File: src/design/lss_pkg.sv
package lss_pkg;

  // Register byte offsets in configuration space
  localparam logic [7:0] LSS_LINK_OFS = 8'hD0;
  localparam logic [7:0] LSS_SLOT_OFS = 8'hD4;

  // Link status half, field positions within the D0h word
  localparam int LSS_SPEED_LSB = 16;
  localparam int LSS_WIDTH_LSB = 20;
  localparam int LSS_TERR_BIT = 26;
  localparam int LSS_TRAIN_BIT = 27;
  localparam int LSS_SCLK_BIT = 28;
  localparam int LSS_DLACT_BIT = 29;

  // Slot_feature_caps field positions
  localparam int LSS_ATTN_BTN_BIT = 0;
  localparam int LSS_PWR_CTL_BIT = 1;
  localparam int LSS_ATTN_IND_BIT = 3;
  localparam int LSS_PWR_IND_BIT = 4;
  localparam int LSS_SURPRISE_BIT = 5;
  localparam int LSS_HP_CAP_BIT = 6;
  localparam int LSS_PVAL_LSB = 7;
  localparam int LSS_PSCL_LSB = 15;
  localparam int LSS_SLOTNUM_LSB = 19;

  // Writable bits of the hot-plug flag group (bit 2 reserved)
  localparam logic [6:0] LSS_CAP_FLAG_MASK = 7'h7B;

  // Speed codes and reset values
  localparam logic [3:0] LSS_SPEED_2G5 = 4'h1;
  localparam logic [3:0] LSS_SPEED_5G = 4'h2;
  localparam logic [3:0] LSS_SPEED_RST = 4'h2;
  localparam logic [5:0] LSS_WIDTH_RST = 6'h01;
  localparam logic [6:0] LSS_CAP_FLAGS_RST = 7'h00;
  localparam logic [7:0] LSS_PVAL_RST = 8'h00;
  localparam logic [1:0] LSS_PSCL_RST = 2'h0;
  localparam logic [12:0] LSS_SLOTNUM_RST = 13'h0000;

  // Edges after reset release before the synced strap is trusted
  localparam logic [1:0] LSS_STRAP_WAIT = 2'h2;

  typedef enum logic {LSS_ST_STRAP, LSS_ST_RUN} lss_phase_type;

endpackage : lss_pkg

File: src/design/lss_sync.sv
module lss_sync
  import lss_pkg::*;
(
  input wire logic clock,
  input wire logic rst_n,
  input wire logic async_in,
  output logic sync_out
);

  logic meta_ff;
  logic sync_ff;

  // First stage feeds only the second stage
  always_ff @(posedge clock) begin
    if (!rst_n) begin
      meta_ff <= 1'b0;
      sync_ff <= 1'b0;
    end else begin
      meta_ff <= async_in;
      sync_ff <= meta_ff;
    end
  end

  assign sync_out = sync_ff;

endmodule : lss_sync

File: src/design/lss_link_slot_regs.sv
module lss_link_slot_regs
  import lss_pkg::*;
(
  input wire logic clock,
  input wire logic rst_n,
  input wire logic port_downstream,
  input wire logic slot_clock_strap,
  input wire logic cfg_wr,
  input wire logic cfg_rd,
  input wire logic [7:0] cfg_addr,
  input wire logic [3:0] cfg_be,
  input wire logic [31:0] cfg_wdata,
  output logic [31:0] cfg_rdata,
  output logic cfg_rd_valid,
  input wire logic ovr_wr,
  input wire logic [7:0] ovr_addr,
  input wire logic [3:0] ovr_be,
  input wire logic [31:0] ovr_wdata,
  input wire logic [3:0] link_speed_in,
  input wire logic [5:0] link_width_in,
  input wire logic train_start,
  input wire logic train_fail,
  input wire logic train_done_l0,
  input wire logic dl_active_in,
  input wire logic spl_msg_ack,
  output logic spl_msg_req,
  output logic [7:0] spl_msg_value,
  output logic [1:0] spl_msg_scale,
  output logic slot_clock_cfg
);

  typedef struct packed {
    lss_phase_type phase;
    logic [1:0] strap_cnt;
    logic [3:0] speed;
    logic [5:0] width;
    logic train_err;
    logic training;
    logic slot_clk;
    logic dl_active;
    logic [6:0] cap_flags;
    logic [7:0] pwr_val;
    logic [1:0] pwr_scl;
    logic [12:0] slot_num;
    logic msg_req;
    logic [31:0] rdata;
    logic rd_valid;
  } lss_state_type;

  lss_state_type state_ff;
  lss_state_type nxt_state;
  logic strap_sync;

  // Strap is a pin, so it crosses two flops first
  lss_sync u_strap_sync (
    .clock(clock),
    .rst_n(rst_n),
    .async_in(slot_clock_strap),
    .sync_out(strap_sync)
  );

  function automatic logic [31:0] lss_merge(
    input logic [31:0] old_word,
    input logic [31:0] new_word,
    input logic [3:0] be
  );
    logic [31:0] res;
    res = old_word;
    for (int i = 0; i < 4; i++) begin
      if (be[i]) begin
        res[i*8 +: 8] = new_word[i*8 +: 8];
      end
    end
    return res;
  endfunction : lss_merge

  function automatic logic [31:0] lss_link_word(input lss_state_type s);
    logic [31:0] w;
    w = 32'h0000_0000;
    w[LSS_SPEED_LSB +: 4] = s.speed;
    w[LSS_WIDTH_LSB +: 6] = s.width;
    w[LSS_TERR_BIT] = s.train_err;
    w[LSS_TRAIN_BIT] = s.training;
    w[LSS_SCLK_BIT] = s.slot_clk;
    w[LSS_DLACT_BIT] = s.dl_active;
    // Bits 31:30 and the control half stay zero here
    return w;
  endfunction : lss_link_word

  function automatic logic [31:0] lss_slot_word(input lss_state_type s);
    logic [31:0] w;
    w = 32'h0000_0000;
    w[6:0] = s.cap_flags & LSS_CAP_FLAG_MASK;
    w[LSS_PVAL_LSB +: 8] = s.pwr_val;
    w[LSS_PSCL_LSB +: 2] = s.pwr_scl;
    w[LSS_SLOTNUM_LSB +: 13] = s.slot_num;
    return w;
  endfunction : lss_slot_word

  logic cfg_slot_hit;
  logic pwr_touch;
  logic ovr_link_hit;
  logic ovr_slot_hit;
  logic [31:0] cfg_slot_merged;
  logic [31:0] ovr_slot_merged;
  logic [31:0] read_word;

  always_comb begin
    cfg_slot_hit = cfg_wr && (cfg_addr == LSS_SLOT_OFS) && port_downstream;
    // Bytes 0..2 hold bits 7..16, the power limit fields
    pwr_touch = cfg_slot_hit && (cfg_be[0] || cfg_be[1] || cfg_be[2]);
    ovr_link_hit = ovr_wr && (ovr_addr == LSS_LINK_OFS) && ovr_be[3];
    ovr_slot_hit = ovr_wr && (ovr_addr == LSS_SLOT_OFS);
    cfg_slot_merged = lss_merge(lss_slot_word(state_ff), cfg_wdata, cfg_be);
    ovr_slot_merged = lss_merge(lss_slot_word(state_ff), ovr_wdata, ovr_be);
    if (cfg_addr == LSS_LINK_OFS) begin
      read_word = lss_link_word(state_ff);
    end else if (cfg_addr == LSS_SLOT_OFS && port_downstream) begin
      read_word = lss_slot_word(state_ff);
    end else begin
      // Unmapped offsets and upstream slot reads return zero
      read_word = 32'h0000_0000;
    end
  end

  always_comb begin
    nxt_state = state_ff;
    nxt_state.rd_valid = 1'b0;

    // Strap capture waits for the synchroniser to fill
    case (state_ff.phase)
      LSS_ST_STRAP: begin
        if (state_ff.strap_cnt == LSS_STRAP_WAIT) begin
          nxt_state.slot_clk = strap_sync;
          nxt_state.phase = LSS_ST_RUN;
        end else begin
          nxt_state.strap_cnt = state_ff.strap_cnt + 2'h1;
        end
      end
      LSS_ST_RUN: begin
        nxt_state.strap_cnt = state_ff.strap_cnt;
      end
      default: begin
        nxt_state.phase = LSS_ST_RUN;
      end
    endcase

    // Training in progress; a fresh start beats completion
    if (train_done_l0 || train_fail) begin
      nxt_state.training = 1'b0;
    end
    if (train_start) begin
      nxt_state.training = 1'b1;
    end

    // Error clears on L0; a failure in the same cycle wins
    if (train_done_l0) begin
      nxt_state.train_err = 1'b0;
    end
    if (train_fail) begin
      nxt_state.train_err = 1'b1;
    end

    // Rate and width only latched once training settles
    if (train_done_l0) begin
      if (link_speed_in == LSS_SPEED_2G5 || link_speed_in == LSS_SPEED_5G) begin
        nxt_state.speed = link_speed_in;
      end
      nxt_state.width = link_width_in;
    end

    nxt_state.dl_active = dl_active_in;

    // Only the power limit fields take configuration writes
    if (cfg_slot_hit) begin
      nxt_state.pwr_val = cfg_slot_merged[LSS_PVAL_LSB +: 8];
      nxt_state.pwr_scl = cfg_slot_merged[LSS_PSCL_LSB +: 2];
      // Flags, slot number and reserved bits left alone
    end

    // Message request holds until acked; a new write wins the ack
    if (spl_msg_ack) begin
      nxt_state.msg_req = 1'b0;
    end
    if (pwr_touch) begin
      nxt_state.msg_req = 1'b1;
    end

    // Side-band loads come last so they win over config writes
    if (ovr_link_hit) begin
      nxt_state.slot_clk = ovr_wdata[LSS_SCLK_BIT];
    end
    if (ovr_slot_hit) begin
      nxt_state.cap_flags = ovr_slot_merged[6:0] & LSS_CAP_FLAG_MASK;
      nxt_state.pwr_val = ovr_slot_merged[LSS_PVAL_LSB +: 8];
      nxt_state.pwr_scl = ovr_slot_merged[LSS_PSCL_LSB +: 2];
      nxt_state.slot_num = ovr_slot_merged[LSS_SLOTNUM_LSB +: 13];
    end

    if (cfg_rd) begin
      nxt_state.rdata = read_word;
      nxt_state.rd_valid = 1'b1;
    end
  end

  always_ff @(posedge clock) begin
    if (!rst_n) begin
      state_ff.phase <= LSS_ST_STRAP;
      state_ff.strap_cnt <= 2'h0;
      state_ff.speed <= LSS_SPEED_RST;
      state_ff.width <= LSS_WIDTH_RST;
      state_ff.train_err <= 1'b0;
      state_ff.training <= 1'b0;
      state_ff.slot_clk <= 1'b0;
      state_ff.dl_active <= 1'b0;
      state_ff.cap_flags <= LSS_CAP_FLAGS_RST;
      state_ff.pwr_val <= LSS_PVAL_RST;
      state_ff.pwr_scl <= LSS_PSCL_RST;
      state_ff.slot_num <= LSS_SLOTNUM_RST;
      state_ff.msg_req <= 1'b0;
      state_ff.rdata <= 32'h0000_0000;
      state_ff.rd_valid <= 1'b0;
    end else begin
      state_ff <= nxt_state;
    end
  end

  // Flag bits: set only by side-band load
  assign cfg_rdata = state_ff.rdata;
  assign cfg_rd_valid = state_ff.rd_valid;
  assign spl_msg_req = state_ff.msg_req;
  assign spl_msg_value = state_ff.pwr_val;
  assign spl_msg_scale = state_ff.pwr_scl;
  assign slot_clock_cfg = state_ff.slot_clk;

endmodule : lss_link_slot_regs

File: config.mk
export PLATFORM = sky130hd
export DESIGN_NAME = lss_link_slot_regs
export DESIGN_NICKNAME = d
export VERILOG_FILES = /design/src/design/lss_pkg.sv /design/src/design/lss_sync.sv /design/src/design/lss_link_slot_regs.sv
export SDC_FILE = /design/constraint.sdc
export NUM_CORES = 1
export LEC_CHECK = 0
export ABC_AREA = 0
export BUFFER_PORTS_ARGS = -buffer_cell sky130_fd_sc_hd__buf_2
export CORE_UTILIZATION = 49
export DETAILED_ROUTE_END_ITERATION = 8
export GPL_ROUTABILITY_DRIVEN = 0
export PLACE_DENSITY = 0.8
export SLEW_MARGIN = 20
export SYNTH_ARGS = -nofsm -noshare
export SYNTH_HDL_FRONTEND = slang
export SYNTH_SLANG_ARGS = --single-unit
File: constraint.sdc
create_clock -name clock -period 2.9 [get_ports clock]
set_input_delay 0.29 -clock clock [delete_from_list [all_inputs] [get_ports clock]]
set_output_delay 0.29 -clock clock [all_outputs]
set_load 0.02 [all_outputs]
# After elaboration in Yosys (flattened, before gate mapping)
# Index checks and enable logic that the tools add are counted.
# word_totals
wordCells	87
inputBits	110
output_inout_bits	45
regBits	82
# classes
reduce_logical	28
mux	25
n_eq_ne	12
addsub	1
n_bitwise	1
# op_table
cell	count
2-to-1 mux 32 bit	2
2-to-1 mux 8 bit	6
equality test 8 bit (second input constant)	4
2-to-1 mux 23 bit	1
nonzero test 2 bit	8
2-to-1 mux 1 bit	13
AND reduction 2 bit	6
2-to-1 mux 10 bit	1
AND reduction 3 bit	3
inequality test 2 bit (second input constant)	4
logical AND 1 bit	7
equality test 4 x 1 -> 1 bit (second input constant)	1
equality test 4 x 2 -> 1 bit (second input constant)	1
logical OR 1 bit	4
2-to-1 mux 2 bit	2
adder 2 x 1 -> 2 bit (second input constant)	1
equality test 2 bit (second input constant)	1
inequality test 2 x 1 -> 1 bit (second input constant)	1
NOT 1 bit	1

# Logic depth before layout (Yosys ltp)
# logic_depth
depth_word	5
mapped_depth	6
depth_no_buf	6

# Cells and area by module
# A second synthesis with hierarchy kept.
# unflattened
hier_cells	350
area_unflattened_um2	3474.6
# by_module_without_submodules
mod	instances	area_each_um2	cells_each	seq_area_each_um2
lss_link_slot_regs	1	3422.0	346	1581.5
lss_sync	1	52.6	4	40.0

# Least setup slack after synthesis
# OpenSTA, ideal clock, no wires.
# synth_timing
path_kind	input-to-reg
startpoint	input cfg_addr[3]
endpoint	register state_ff, in the netlist spl_msg_scale[0]
required_ps	2758
cell_stages	4
slack_ps	1156
n_path_buf	0
arrival_time_ps	1602
setup_ps	142
path_cell_list	or4b_4 > nor4_4 > a31o_2 > a211oi_2
# synth_via
elab_chain_cells	5
# synth_lines
element	line	text
start, declared	lss_link_slot_regs.sv:10	input wire logic [7:0] cfg_addr,
equality test 8 bit	lss_link_slot_regs.sv:109	cfg_slot_hit = cfg_wr && (cfg_addr == LSS_SLOT_OFS) && port_downstream;
logical AND 1 bit (2 in a row)	lss_link_slot_regs.sv:109	
nonzero test 2 bit (no line)	-	
AND reduction 3 bit (no line)	-	
end signal, assigned	lss_link_slot_regs.sv:224	state_ff <= nxt_state;
end, declared	lss_link_slot_regs.sv:50	lss_state_type state_ff;
# No other way between the ends.
# A chain may end at the register's enable or synchronous reset.

# Final worst setup path
# Same ends and word-level chain as after synthesis.

==> reports/qor.json <==
{
  "outcome": "finished, final reports clean",
  "yosys.area.top_type_share": 0.4642,
  "synth_sequential_area_ratio": 0.4642,
  "cts-buffers-inserted": 9,
  "cts_sinks": 81,
  "layout-drive-gt1-share": 0.3733,
  "final_hold_viol_count": 0,
  "whs_endpoint": "state_ff[64]$_SDFF_PN0_",
  "grt_overflow_total": 0,
  "fill_cells": 627,
  "n_antenna_cell": 0,
  "route.vias.total": 2732,
  "reg2reg_slack_ps": 1690,
  "start_util": 0.5114,
  "h-tree-depth": 3,
  "synth.cell_area_um2": 3493,
  "grt_start_max_net_pins": 42,
  "die_height_um": 86.44,
  "timing.final.crit_share": 0.6208,
  "power_mw": 2.099,
  "wp_data_arrival_ps": 2010,
  "max-cap-violations": 0,
  "timing.final.setup_violations": 0,
  "worstPathCellList": "buf_2 -> or4b_4 -> nor4_4 -> a31o_2 -> a211oi_2",
  "netlist-cell-type-count": 42,
  "max_clock_freq_mhz": 555.4,
  "cp_data_required_time_ps": 3110,
  "post_synth.cell_area_avg_um2": 9.981,
  "fin_nets": 540,
  "wl_met3_um": 491,
  "globalRouteTotalUtil": 0.2037,
  "synth_largest_area_cell": "sky130_fd_sc_hd__dfxtp_1",
  "relSlewSlack": 0.5112,
  "drt_wl_total_mm": 7.561,
  "postSynthCellCount": 350,
  "grt_first_pass_wirelength_mm": 11.83,
  "worst_clock_skew_ps": 8.779,
  "route.antenna.remaining_nets": 0,
  "final_cell_mix": "sky130_fd_sc_hd__buf_2 (127), sky130_fd_sc_hd__dfxtp_1 (81), sky130_fd_sc_hd__nor2_1 (35), sky130_fd_sc_hd__mux2i_1 (34), sky130_fd_sc_hd__a21oi_1 (18)",
  "met2_wirelength_mm": 3.751,
  "chipWidth_um": 86.44,
  "area_overhead_vs_synth_pct": 15.83,
  "ff2ff_path_depth": 6,
  "critical_path.endpoint_type": "flop",
  "critical_path_peak_fanout": 10,
  "min_from": "dl_active_in",
  "io-pin-count": 155,
  "final.setup.tns_ps": 0,
  "critPathLaunchType": "primary input",
  "worst_pin_slew_ps": 732.4,
  "drc": 0,
  "ys.flop_type": "sky130_fd_sc_hd__dfxtp_1",
  "vias_in_the_first_global_route": 2648,
  "tritoncts": "built",
  "rsz0062_at_grt": "false",
  "worst_hold_path.num_cells": 2,
  "route.detailed.vias_per_inst": 5.155,
  "crit_path_top_delay_cell": "sky130_fd_sc_hd__or4b_4",
  "clk-insertion-delay-late_ps": 340,
  "critical_path.max_stage_delay_ps": 570,
  "finish.cell_count_without_fillers": 530,
  "ctsRootBufferMaster": "sky130_fd_sc_hd__clkbuf_8",
  "syn_nets": 461,
  "first_pass_iters": 4,
  "cts.repair.resized": 0,
  "mostFrequentLayoutCell": "sky130_fd_sc_hd__buf_2",
  "yosys-top-cells-area": "sky130_fd_sc_hd__dfxtp_1 (46%), sky130_fd_sc_hd__mux2i_1 (9.7%), sky130_fd_sc_hd__buf_4 (9.5%)",
  "number_of_setup_buffers_added_after_cts": 0,
  "period_minus_slack_ps": 1800,
  "crit-reg2reg-capture": "slot_clock_cfg$_SDFFE_PN0P_",
  "detail_route.wl_per_cell_um": 14.27,
  "clk_path_buf_depth": 2,
  "die-area_um2": 7471,
  "total_leakage_power_nw": 2.002,
  "vdd_ir_drop_max_uv": 304.3,
  "core_region_area_um2": 6832,
  "post_synth_edffs": 0,
  "detail_route.iter0.violations": 93,
  "final_max_slew_viol_count": 0,
  "postSynthRegisterBits": 81,
  "critical_r2r_launch": "state_ff[78]$_SDFFE_PN0P_",
  "m1WireLength_mm": 3.218,
  "yosys_warnings": 0,
  "placement.cell_area_um2": 3874,
  "min-delay-path-class": "primary input to flop",
  "dp_hpwl_mm": 5.397,
  "rows": 30,
  "grt_antenna_before_repair": 0,
  "place.detailed.instances": 514,
  "critPathKind": "primary input to flop",
  "pwr_density_cell_nw_per_um2": 518.7,
  "topRoutingLayerUsed": "met4",
  "final_area_um2": 4046,
  "io_buffer_count": 127,
  "clkSlewWorstSetupHoldPaths_ps": 80,
  "cts_hold_buffers": 0,
  "ys_async_sr_fraction": 0
}
## cell families (layout without fill, tap and decap cells)
logic type,Yosys count,after routing,synth area share
XOR/XNOR,2,2,0.005015
flip-flops,81,81,0.4642
adder cells (fa/ha/maj),1,1,0.003581
other,1,1,0.001073
multiplexers,34,34,0.09742
buffers and inverters,71,155,0.1264
AO/OA/AOI/OAI,88,88,0.1866
AND/OR/NAND/NOR,72,72,0.1157
## cell type report
type / instances / area (um2) / share of cell area
Sequential cell: 81 / 1622 / 0.4007
Clock inverter: 5 / 31.28 / 0.007730
Tap cell: 96 / 120.1 / 0.02968
Inverter: 7 / 26.28 / 0.006494
Clock buffer: 11 / 141.4 / 0.03494
Timing Repair Buffer: 132 / 673.1 / 0.1664
Multi-Input combinational cell: 198 / 1433 / 0.3540
## metal layers
layer / GRT usage / up-vias
met4: 0.06364 / 0
li1: - / 1364
met5: 0 / -
met2: 0.3665 / 89
met3: 0.06762 / 7
met1: 0.2269 / 1272
## power breakdown
group          leakage (nW)  switching, mW  total [mW]  internal, mW
Combinational          1.25          0.114       0.212        0.0976
Clock                0.0891          0.390       0.722         0.332
Sequential            0.658         0.0180        1.17          1.15
## through the flow
stage                     hold WS [ps]  setup WS [ps]    util
after detailed placement         424.2          727.9  0.5670
after global placement           417.1          744.3  0.5667
final                            149.4           1100  0.5923
after CTS                        140.2           1103  0.5923
after global routing             137.9          980.4  0.5923
after floorplan                  407.4           1156       -
## synth_stat cells, types with 2 or more instances
library cell and n:
sky130_fd_sc_hd__buf_1 2, sky130_fd_sc_hd__nand3_1 3, sky130_fd_sc_hd__and2_1 5, sky130_fd_sc_hd__a211oi_1 2, sky130_fd_sc_hd__nor3_2 2, sky130_fd_sc_hd__o21a_1 3, sky130_fd_sc_hd__and3_1 2, sky130_fd_sc_hd__nor2_1 36
sky130_fd_sc_hd__clkbuf_1 15, sky130_fd_sc_hd__buf_4 44, sky130_fd_sc_hd__o211a_1 3, sky130_fd_sc_hd__a22o_1 17, sky130_fd_sc_hd__inv_1 6, sky130_fd_sc_hd__mux2i_1 34, sky130_fd_sc_hd__a211oi_2 7, sky130_fd_sc_hd__nand4_1 3
sky130_fd_sc_hd__a21oi_1 18, sky130_fd_sc_hd__xnor2_1 2, sky130_fd_sc_hd__nand4b_1 3, sky130_fd_sc_hd__nand2_1 4, sky130_fd_sc_hd__buf_2 2, sky130_fd_sc_hd__o21ai_0 15, sky130_fd_sc_hd__a22oi_1 12, sky130_fd_sc_hd__dfxtp_1 81
sky130_fd_sc_hd__nand2b_1 5, sky130_fd_sc_hd__a311oi_1 8
## worst max-delay path, delay by kind of cell
family	cells	cell delay, ps
simple gates	2	1120
compound gates	2	510
buf+inv	1	100
## registers in the layout, summed over array words and instances (netlist names)
| name | cells |
|---|---|
| u_strap_sync.meta_ff | 1 |
| state_ff | 35 |
| cfg_rd_valid | 1 |
| u_strap_sync.sync_out | 1 |
| spl_msg_value | 8 |
| spl_msg_req | 1 |
| cfg_rdata | 31 |
| spl_msg_scale | 2 |
| slot_clock_cfg | 1 |
## worst max path at each step
stage	end	startpoint	slack, ps
CTS	spl_msg_scale[0]$_SDFFE_PN0P_	cfg_addr[3]	1100
global placement	spl_msg_value[1]$_SDFFE_PN0P_	cfg_addr[3]	740
global route	spl_msg_value[1]$_SDFFE_PN0P_	cfg_addr[3]	980
floorplan	spl_msg_scale[0]$_SDFFE_PN0P_	cfg_addr[3]	1160
finish	spl_msg_scale[0]$_SDFFE_PN0P_	cfg_addr[3]	1100
detailed placement	spl_msg_value[1]$_SDFFE_PN0P_	cfg_addr[3]	730
No activity file was read; power rests on OpenSTA's default activity.
